### src/snoop_consts.vh
`ifndef SNOOP_CONSTS_VH
`define SNOOP_CONSTS_VH
// address field widths
`define SNP_TAG_W 12
`define SNP_SET_W 13
`define SNP_CFG_W 1
`define SNP_ADDR_W 26
// synchronised pin bundle: mode pin, strobe, inv, nca, bus aoe, aoe, parity, address
`define SNP_SYNC_W 33
`define SNP_SYNC_MODE 32
`define SNP_SYNC_STB 31
`define SNP_SYNC_INV 30
`define SNP_SYNC_NCA 29
`define SNP_SYNC_BAOE 28
`define SNP_SYNC_AOE 27
`define SNP_SYNC_PAR 26
// line states
`define LINE_I 2'h0
`define LINE_S 2'h1
`define LINE_E 2'h2
`define LINE_M 2'h3
// initiation modes
`define MODE_SYNC 2'h0
`define MODE_CLOCKED 2'h1
`define MODE_STROBED 2'h2
// least clocks from busy release to the next look-up, and its load value
`define SNP_BUSY_GAP 2
`define SNP_HOLDOFF_LOAD 2'h1
`endif

### src/snoop_sync2.v
`timescale 1ns/10ps
`default_nettype none
module snoop_sync2 #(
  parameter W = 1,
  parameter [W-1:0] INIT = {W{1'b0}}
) (
  // clock and reset
  input wire clk,
  input wire rst,
  // data
  input wire [W-1:0] din,
  output reg [W-1:0] dout
);
  reg [W-1:0] meta_reg;

  always @(posedge clk or posedge rst) begin
    if (rst) begin
      meta_reg <= INIT;
      dout <= INIT;
    end else begin
      meta_reg <= din;
      dout <= meta_reg;
    end
  end
endmodule
`default_nettype wire

### src/snoop_request_port.v
`include "snoop_consts.vh"
`timescale 1ns/10ps
`default_nettype none
module snoop_request_port (
  // clock and reset
  input wire clk,
  input wire rst,
  // snoop request pins
  input wire snoop_mode_pin,
  input wire snoop_request_strobe_n,
  input wire snoop_invalidate_attr,
  input wire snoop_noncaching_attr,
  input wire bus_address_output_enable_n,
  input wire address_output_enable_n,
  input wire [`SNP_CFG_W-1:0] snoop_addr_config,
  input wire [`SNP_SET_W-1:0] snoop_addr_set_index,
  input wire [`SNP_TAG_W-1:0] snoop_addr_tag,
  input wire snoop_addr_parity,
  // own memory bus cycle progress
  input wire bus_grant_n,
  input wire snoop_window_end_n,
  input wire writeback_done_n,
  // tag array
  input wire [1:0] tag_line_state,
  output reg [`SNP_ADDR_W-1:0] lookup_addr,
  output reg tag_write,
  output reg [1:0] tag_write_state,
  // snoop responses
  output reg snoop_lookup_cycle_n,
  output reg snoop_tag_hit_n,
  output reg snoop_hit_modified_n,
  output reg snoop_busy_n,
  output reg address_parity_error_n,
  output reg writeback_request,
  output reg lookup_bus_aoe_n,
  output reg own_cycle_active,
  output reg [1:0] snoop_mode
);
  // =====================================================
  // pin synchronisation
  wire [`SNP_SYNC_W-1:0] pins_raw;
  wire [`SNP_SYNC_W-1:0] pins_s;
  assign pins_raw = {snoop_mode_pin, snoop_request_strobe_n, snoop_invalidate_attr,
                     snoop_noncaching_attr, bus_address_output_enable_n,
                     address_output_enable_n, snoop_addr_parity, snoop_addr_config,
                     snoop_addr_set_index, snoop_addr_tag};

  // strobe, enables and the pulled-up mode pin idle high, so a reset release
  // fakes neither a request nor a snoop clock edge
  snoop_sync2 #(
    .W(`SNP_SYNC_W),
    .INIT(33'h1_9800_0000)
  ) u_sync (
    .clk(clk),
    .rst(rst),
    .din(pins_raw),
    .dout(pins_s)
  );

  // =====================================================
  // mode selection
  reg mode_taken_reg;
  reg mode_prev_reg;
  reg stb_prev_reg;
  reg strap_meta_reg;
  reg strap_reg;
  wire snoop_sample_clock_rise;
  assign snoop_sample_clock_rise = pins_s[`SNP_SYNC_MODE] & ~mode_prev_reg;

  // no reset here, so the strap keeps tracking the pin while reset is held;
  // reset must therefore span at least two clocks for the strap to settle
  always @(posedge clk) begin
    strap_meta_reg <= snoop_mode_pin;
    strap_reg <= strap_meta_reg;
  end

  // strap used at the first edge after release; a later clock edge switches to clocked
  always @(posedge clk or posedge rst) begin
    if (rst) begin
      mode_taken_reg <= 1'b0;
      mode_prev_reg <= 1'b1;
      stb_prev_reg <= 1'b1;
      snoop_mode <= `MODE_SYNC;
    end else begin
      mode_prev_reg <= pins_s[`SNP_SYNC_MODE];
      stb_prev_reg <= pins_s[`SNP_SYNC_STB];
      if (!mode_taken_reg) begin
        mode_taken_reg <= 1'b1;
        snoop_mode <= strap_reg ? `MODE_STROBED : `MODE_SYNC;
      end else if (snoop_sample_clock_rise && mode_prev_reg == 1'b0 && snoop_mode != `MODE_CLOCKED &&
                   mode_taken_reg) begin
        snoop_mode <= `MODE_CLOCKED;
      end
    end
  end

  // =====================================================
  // request recognition
  reg armed_reg;
  reg sample_now;
  reg strobe_act;
  reg [`SNP_SYNC_W-2:0] smp;

  // in synchronous mode the pins already belong to clk, so no synchroniser delay
  always @* begin
    smp = pins_s[`SNP_SYNC_W-2:0];
    sample_now = 1'b0;
    strobe_act = 1'b0;
    case (snoop_mode)
      `MODE_SYNC: begin
        smp = pins_raw[`SNP_SYNC_W-2:0];
        sample_now = 1'b1;
        strobe_act = ~snoop_request_strobe_n;
      end
      `MODE_CLOCKED: begin
        sample_now = snoop_sample_clock_rise;
        strobe_act = ~pins_s[`SNP_SYNC_STB];
      end
      default: begin
        sample_now = 1'b1;
        strobe_act = stb_prev_reg & ~pins_s[`SNP_SYNC_STB];
      end
    endcase
  end

  wire new_req;
  assign new_req = mode_taken_reg & sample_now & strobe_act & armed_reg;

  always @(posedge clk or posedge rst) begin
    if (rst) begin
      armed_reg <= 1'b1;
    end else if (sample_now && mode_taken_reg) begin
      if (snoop_mode == `MODE_STROBED) begin
        armed_reg <= 1'b1;
      end else begin
        armed_reg <= ~strobe_act;
      end
    end
  end

  // =====================================================
  // pending request and look-up scheduling
  reg req_valid_reg;
  reg req_inv_reg;
  reg req_nca_reg;
  reg req_baoe_reg;
  reg req_par_err_reg;
  reg [`SNP_ADDR_W-1:0] req_addr_reg;
  reg [1:0] holdoff_reg;
  reg lookup_inv_reg;
  reg lookup_nca_reg;
  reg lookup_perr_reg;
  wire lookup_next;
  wire lookup_now;
  wire take_req;
  assign lookup_now = ~snoop_lookup_cycle_n;
  // only one request waits; a further one before the look-up is lost by the controller's fault
  assign take_req = new_req & smp[`SNP_SYNC_AOE] & (~req_valid_reg | lookup_next);
  assign lookup_next = req_valid_reg & snoop_busy_n & (holdoff_reg == 2'h0) &
                       ~own_cycle_active & ~lookup_now;

  always @(posedge clk or posedge rst) begin
    if (rst) begin
      req_valid_reg <= 1'b0;
      req_inv_reg <= 1'b0;
      req_nca_reg <= 1'b0;
      req_baoe_reg <= 1'b1;
      req_par_err_reg <= 1'b0;
      req_addr_reg <= {`SNP_ADDR_W{1'b0}};
    end else if (take_req) begin
      req_valid_reg <= 1'b1;
      req_inv_reg <= smp[`SNP_SYNC_INV];
      req_nca_reg <= smp[`SNP_SYNC_NCA];
      req_baoe_reg <= smp[`SNP_SYNC_BAOE];
      // even parity over address and parity bit
      req_par_err_reg <= ^smp[`SNP_SYNC_PAR:0];
      req_addr_reg <= smp[`SNP_ADDR_W-1:0];
    end else if (lookup_next) begin
      req_valid_reg <= 1'b0;
    end
  end

  // =====================================================
  // look-up cycle, results and busy
  reg [1:0] new_state;
  reg hit;
  reg hit_m;
  always @* begin
    hit = (tag_line_state != `LINE_I);
    hit_m = (tag_line_state == `LINE_M);
    new_state = tag_line_state;
    if (lookup_inv_reg) begin
      new_state = `LINE_I;
    end else if (lookup_nca_reg) begin
      if (hit_m) begin
        new_state = `LINE_E;
      end
    end else if (hit) begin
      new_state = `LINE_S;
    end
  end

  always @(posedge clk or posedge rst) begin
    if (rst) begin
      snoop_lookup_cycle_n <= 1'b1;
      lookup_addr <= {`SNP_ADDR_W{1'b0}};
      lookup_bus_aoe_n <= 1'b1;
      lookup_inv_reg <= 1'b0;
      lookup_nca_reg <= 1'b0;
      lookup_perr_reg <= 1'b0;
      snoop_tag_hit_n <= 1'b1;
      snoop_hit_modified_n <= 1'b1;
      address_parity_error_n <= 1'b1;
      snoop_busy_n <= 1'b1;
      writeback_request <= 1'b0;
      tag_write <= 1'b0;
      tag_write_state <= `LINE_I;
      holdoff_reg <= 2'h0;
    end else begin
      snoop_lookup_cycle_n <= ~lookup_next;
      if (lookup_next) begin
        lookup_addr <= req_addr_reg;
        lookup_bus_aoe_n <= req_baoe_reg;
        lookup_inv_reg <= req_inv_reg;
        lookup_nca_reg <= req_nca_reg;
        lookup_perr_reg <= req_par_err_reg & (snoop_mode != `MODE_SYNC);
      end
      tag_write <= lookup_now;
      tag_write_state <= new_state;
      writeback_request <= lookup_now & hit_m;
      if (lookup_now) begin
        snoop_tag_hit_n <= ~hit;
        address_parity_error_n <= ~lookup_perr_reg;
      end
      if (lookup_now && hit_m) begin
        snoop_busy_n <= 1'b0;
        snoop_hit_modified_n <= 1'b0;
      end else if (!snoop_busy_n && !writeback_done_n) begin
        snoop_busy_n <= 1'b1;
        snoop_hit_modified_n <= 1'b1;
        holdoff_reg <= `SNP_HOLDOFF_LOAD;
      end else if (holdoff_reg != 2'h0) begin
        holdoff_reg <= holdoff_reg - 2'h1;
      end
    end
  end

  // =====================================================
  // own memory bus cycle window
  always @(posedge clk or posedge rst) begin
    if (rst) begin
      own_cycle_active <= 1'b0;
    end else if (!bus_grant_n && !lookup_now) begin
      // a grant in the window-end clock starts the next cycle, so the set wins; a grant during a look-up clock is ignored
      own_cycle_active <= 1'b1;
    end else if (!snoop_window_end_n) begin
      own_cycle_active <= 1'b0;
    end
  end
endmodule
`default_nettype wire

### config.mk
export PLATFORM = sky130hd
export DESIGN_NAME = snoop_request_port
export DESIGN_NICKNAME = d
export VERILOG_FILES = /design/src/snoop_sync2.v /design/src/snoop_request_port.v
export VERILOG_INCLUDE_DIRS = /design/src
export SDC_FILE = /design/constraint.sdc
export NUM_CORES = 1
export LEC_CHECK = 0
export ABC_AREA = 1
export BUFFER_PORTS_ARGS = -buffer_cell sky130_fd_sc_hd__buf_2
export CELL_PAD_IN_SITES_DETAIL_PLACEMENT = 0
export CELL_PAD_IN_SITES_GLOBAL_PLACEMENT = 1
export CORE_MARGIN = 5
export CORE_UTILIZATION = 48
export CTS_BUF_LIST = sky130_fd_sc_hd__clkbuf_8
export DETAILED_ROUTE_END_ITERATION = 10
export PLACE_DENSITY = 0.95
export SYNTH_ARGS = -nofsm -noshare
export SYNTH_HDL_FRONTEND = slang
export SYNTH_HIERARCHICAL = 1
export SYNTH_SLANG_ARGS = --single-unit
### constraint.sdc
create_clock -name clk -period 3.2 [get_ports clk]
set_clock_uncertainty 0.05 [all_clocks]
set_input_delay 0.16 -clock clk [delete_from_list [all_inputs] [get_ports clk]]
set_output_delay 0.16 -clock clk [all_outputs]
set_load 0.02 [all_outputs]
# Yosys cells after proc, flatten, opt, wreduce, memory -nomap -nowiden
# Cells that the tools add are included.
# Widths: inputs -> output; s select.
[totals]
ff_bits = 146
inputBits = 40
elab_cells = 100
[classes]
add_sub_neg = 1
eq_ne = 6
mux = 19
bitwise_logic = 25
reduce_logical = 20
[op_table]
columns = ["cell", "n"]
rows = [
  ["$mux 31", 1],
  ["$reduce_xor 27->1", 1],
  ["$mux 2", 9],
  ["$and 1x1->1", 13],
  ["$reduce_bool 2->1", 6],
  ["$not 1->1", 11],
  ["$mux 1", 8],
  ["$logic_and 1x1->1", 7],
  ["$ne 2x1->1 const B", 3],
  ["$eq 2x2->1 const B", 2],
  ["$logic_not 2->1", 2],
  ["$logic_not 1->1", 3],
  ["$eq 2x1->1 const B", 1],
  ["$pmux 1 s2", 1],
  ["$reduce_and 2->1", 1],
  ["$sub 2x1->2 const B", 1],
  ["$or 1x1->1", 1],
]

# Depth between registers and ports, before layout
[logic_depth]
ltp_word = 9
ltp_mapped = 18
depth_no_buf = 17

# Modules after synthesis
# Netlist, hierarchy kept.
[modules_own_cells]
columns = ["module", "instances", "cells_per_inst", "area_each_um2", "seq_area_each_um2"]
rows = [
  ["snoop_request_port", 1, 619, 4319.1, 2003.2],
  ["snoop_sync2", 1, 67, 1665.3, 1661.6],
]

# Least setup slack after synthesis
# Ideal clock, no wire load.
[synth_timing]
path_type = "register to register"
from = "register snoop_mode[1]"
to = "register req_par_err_reg"
arrival_ns = 1.714
required_time_ns = 3.033
path_slack_ns = 1.319
path_stages_with_launch = 18
path_buffers = 1
synth_period_minus_slack_ns = 1.881
path_cell_list = "dfrtp_1 > nor2_4 > buf_6 > nand2_1 > nand2_1 > nand2_1 > nand2_1 > nand2_1 > nand2_2 > inv_1 > nand2_1 > nand2_1 > inv_1 > nand2_1 > nand2_1 > nand2_1 > nand3_1 > nand2_1"
[synth_via]
elab_chain_len = 7
[synth_lines]
columns = ["item", "line", "text"]
rows = [
  ["start, declared", "snoop_request_port.v:37", "output reg [1:0] snoop_mode"],
  ["start signal, assigned", "snoop_request_port.v:83", "snoop_mode <= `MODE_SYNC;"],
  ["start signal, assigned", "snoop_request_port.v:89", "snoop_mode <= strap_reg ? `MODE_STROBED : `MODE_SYNC;"],
  ["start signal, assigned", "snoop_request_port.v:92", "snoop_mode <= `MODE_CLOCKED;"],
  ["$eq 2x1->1", "snoop_request_port.v:109", "case (snoop_mode)"],
  ["$mux 1", "snoop_request_port.v:109", ""],
  ["$and 1x1->1 (3 in a row)", "snoop_request_port.v:127", "assign new_req = mode_taken_reg & sample_now & strobe_act & armed_reg;"],
  ["$and 1x1->1 (2 in a row)", "snoop_request_port.v:158", "assign take_req = new_req & smp[`SNP_SYNC_AOE] & (~req_valid_reg | lookup_next);"],
  ["end signal, assigned", "snoop_request_port.v:176", "req_par_err_reg <= ^smp[`SNP_SYNC_PAR:0];"],
  ["end, declared", "snoop_request_port.v:147", "reg req_par_err_reg;"],
]
# Parallel ways exist; a longest one is shown, timed or not.
# A chain may end at the register's enable or synchronous reset.

# Worst setup path in the final report
[layout_timing]
from = "register holdoff_reg[0]"
to = "register req_par_err_reg"
[layout_via]
elab_chain_len = 6
[layout_lines]
columns = ["item", "line", "text"]
rows = [
  ["start, declared", "snoop_request_port.v:149", "reg [1:0] holdoff_reg;"],
  ["start signal, assigned", "snoop_request_port.v:241", "holdoff_reg <= `SNP_HOLDOFF_LOAD;"],
  ["start signal, assigned", "snoop_request_port.v:243", "holdoff_reg <= holdoff_reg - 2'h1;"],
  ["$logic_not 2->1", "snoop_request_port.v:159", "assign lookup_next = req_valid_reg & snoop_busy_n & (holdoff_reg == 2'h0) &"],
  ["$and 1x1->1 (2 in a row)", "snoop_request_port.v:159", ""],
  ["$and 1x1->1", "snoop_request_port.v:160", "~own_cycle_active & ~lookup_now;"],
  ["$or 1x1->1", "snoop_request_port.v:158", ""],
  ["$and 1x1->1", "snoop_request_port.v:158", ""],
]
# No other way between the ends.

==> run metrics <==
Switching Share around a third; clk sink count around 150; shortest period the worst path allows between 2000 and 2500 ps; most instantiated cells after synthesis 349 x nand2_1, 127 x dfrtp_1, 56 x inv_1; Cell Area, Synth ~6000 µm²; unrepaired setup endpoints after global routing no; 1st-pass router iterations 4; vias in the first global route around 4600; Die Width 122 µm; Die Y-Extent about 120 µm; clock tree from TritonCTS built; total negative slack for setup checks 0 ps; maximum number of buffers from clock root to sink 2; endpoint of the worst register-to-register path req_par_err_reg$_DFFE_PP0P_; cell accounting for the most synthesized area dfrtp_1; startpoint of the worst register-to-register path holdoff_reg[0]$_DFFE_PP0P_; global-route wire length before repair ~21000 µm; max-cap violation count 0; pin count of the biggest net entering global routing between 60 and 70; number of flip-flops and latches in the synthesized netlist between 100 and 150; die area 14800 µm²; Flop pwr share 47.5%; launching element type of the critical path register; share of the clock period used by the worst path between 60% and 70%; type of the tightest min-delay check register to register; number of antenna violations at the first check in global routing 0; proportion of netlist area held by the largest area contributor ~53%; Power per Cell Area 726 nW/µm²; std cell rows 40; Place WS about 1100 ps; post-CTS setup buffer count 0; final-stage net count between 800 and 900; setup slack after layout 1030 ps; Mapped Avg Cell Area 8.72 µm²; cell-internal power between 3000 and 4000 µW; clock buffer count from CTS 17; sequential cell area in the final layout roughly 3700 µm²; area of combinational cells with multiple inputs approximately 1900 µm²; result of the run finished, final reports clean; Setup crit start holdoff_reg[0]$_DFFE_PP0P_; antenna fix cells 0; number of H-tree levels 4; total half-perimeter wirelength after legalization and detailed placement around 8400 µm; cells after synthesis about 690; Mapped Nets about 730; clock network power share 26.8%; CP Class register to register; Clk Tree Root Cell clkbuf_8; end point of the critical path req_par_err_reg$_DFFE_PP0P_; DR vias 4547; number of top-level pins 79; weighted congestion at the end of routability-driven global placement just under 0.8; Routed WL 12000 µm; count of routing violations after the opening detailed-route iteration 339; fraction of power consumed by combinational cells between 20% and 30%; async set-reset flop share out of synthesis approximately 99%; actual transition at the worst max-transition pin between 800 and 900 ps; Max transition margin between 40 and 50%; PortBufs 78; Layout area overhead 21.9%; largest cells by area after synthesis dfrtp_1 53%, nand2_1 22%, dfstp_2 7.5%, inv_1 3.5%, o21ai_0 2.8%; sequential share of the synthesized area about three fifths; overflow left after global routing 0; count of endpoints failing hold in the final timing report 0; Final ANT Viol Nets 0; internal reg-to-reg setup slack approximately 1000 ps; detail-routed net length per standard cell 12.1 µm; global router's overall resource usage roughly 18%; Core Region between 10000 and 15000 µm²; count of unresolved DRC violations after routing 0; Static Leakage 0.00399 µW; predominant post-synthesis flop cell dfrtp_1; Clock Pin Slew Worst Setup and Hold Paths 80 ps; endpoint kind of the worst setup timing path register; highest ir drop seen on vdd roughly 270 µV; routed vias/inst about 4.6; max-slew violation count 0; proportion of layout cells with a drive suffix above 1 between 10% and 20%; r2r worst-path depth 11; CP arrival approximately 2500 ps; reported net switching power ~1800 µW; final-report setup violation count 0; library cells used by synthesis 28; clock network latency to the later pin of the worst-skew pair about 440 ps; top-count cell post-synth nand2_1; FMAX roughly 0.46 GHz; data required time at the worst endpoint ~3500 ps; number of flops mapped to enable cells by yosys 0; Starting Density between 40 and 50%; fill cell total of the finished layout approximately 1100; top fanout value on the critical path 40; yosys warns 6
[power by group through the flow]
stage                     clock [µW]  sequential [µW]  combinational [µW]
after global routing            1530             2570                1560
after detailed placement           0             2550                1340
final                           1420             2520                1360
after global placement             0             2540                1280
after CTS                       1450             2520                1380
after floorplan                    0             2720                 747
[kinds of logic (layout without fill, tap and decap cells)]
logic type / Yosys count / after routing / synth area share (%)
buf+inv: 86 / 221 / 6.75
fa+ha+maj: 1 / 1 / 0.209
flops: 146 / 146 / 61.2
simple gates: 385 / 385 / 24.9
other cells: 1 / 1 / 0.0627
xor+xnor: 1 / 1 / 0.272
compound gates: 66 / 66 / 6.56
[routing by layer]
metal / part of all wire (%) / routed length, µm / up-vias / GRT usage [%]
met1: 49 / 5840 / 2112 / 25.2
met3: 5.5 / 659 / 11 / 3.90
met5: 0 / 0 / - / 0
met2: 45 / 5360 / 86 / 27.4
li1: - / - / 2338 / -
met4: 1.0 / 123 / 0 / 6.58
[area by class of cell]
type | instances | share of cell area (%)
inverters | 63 | 3.26
clock buffers | 19 | 3.58
repair buffers | 126 | 11.8
clock inverters | 13 | 1.87
flip-flops and latches | 146 | 50.2
well taps | 168 | 2.88
multi-input cells | 454 | 26.3
[worst max-delay path, cell delays in order (launching register included)]
cell and delay (ps):
dfrtp_1 340, inv_1 60, ha_1 200, and3_1 190
inv_1 50, buf_4 310, nand2_1 160, nand3_2 110
buf_4 320, inv_1 120, nand3_1 100, nand2_1 50
[repair_timing]
action / CTS / global route
endpoints found under the hold margin: 110 / 0
resized for setup: 0 / 0
endpoints found under the setup margin: 0 / 0
hold buffers: 40 / 0
[through the flow]
stage	util (%)	instances	power [µW]	area [µm²]	hold slack [ps]
global route	60.2	989	5660	7290	295
finish	60.2	989	5300	7290	291
floorplan	-	686	3460	5980	114
global placement	53.6	917	3820	6500	224
detailed placement	53.6	917	3890	6500	227
CTS	60.2	989	5350	7290	295
[cell usage in the layout, fill, tap and decap left out, types with 12 or more instances in the layout]
cell type / synthesis / final
nand2_1: 349 / 349
dfrtp_1: 127 / 127
buf_2: 2 / 78
inv_1: 56 / 55
dlygate4sd3_1: 0 / 40
o21ai_0: 34 / 34
clkbuf_8: 0 / 19
nor2_1: 18 / 18
dfstp_2: 17 / 17
o21ai_2: 12 / 12
[worst min path at each step]
stage                                   from                             to  slack, ps  cells after the start
6_report              strap_meta_reg$_DFF_P_              strap_reg$_DFF_P_        290                      0
5_1_grt        u_sync/meta_reg[28]$_DFF_PP1_      u_sync/dout[28]$_DFF_PP1_        290                      0
4_1_cts               strap_meta_reg$_DFF_P_              strap_reg$_DFF_P_        290                      0
3_5_place_dp          snoop_request_strobe_n  u_sync/meta_reg[31]$_DFF_PP1_        230                      1
3_3_place_gp                  snoop_mode_pin  u_sync/meta_reg[32]$_DFF_PP1_        220                      1
2_1_floorplan        address_output_enable_n  u_sync/meta_reg[27]$_DFF_PP1_        110                      0
Note: power is estimated with default switching activity, not from simulation.
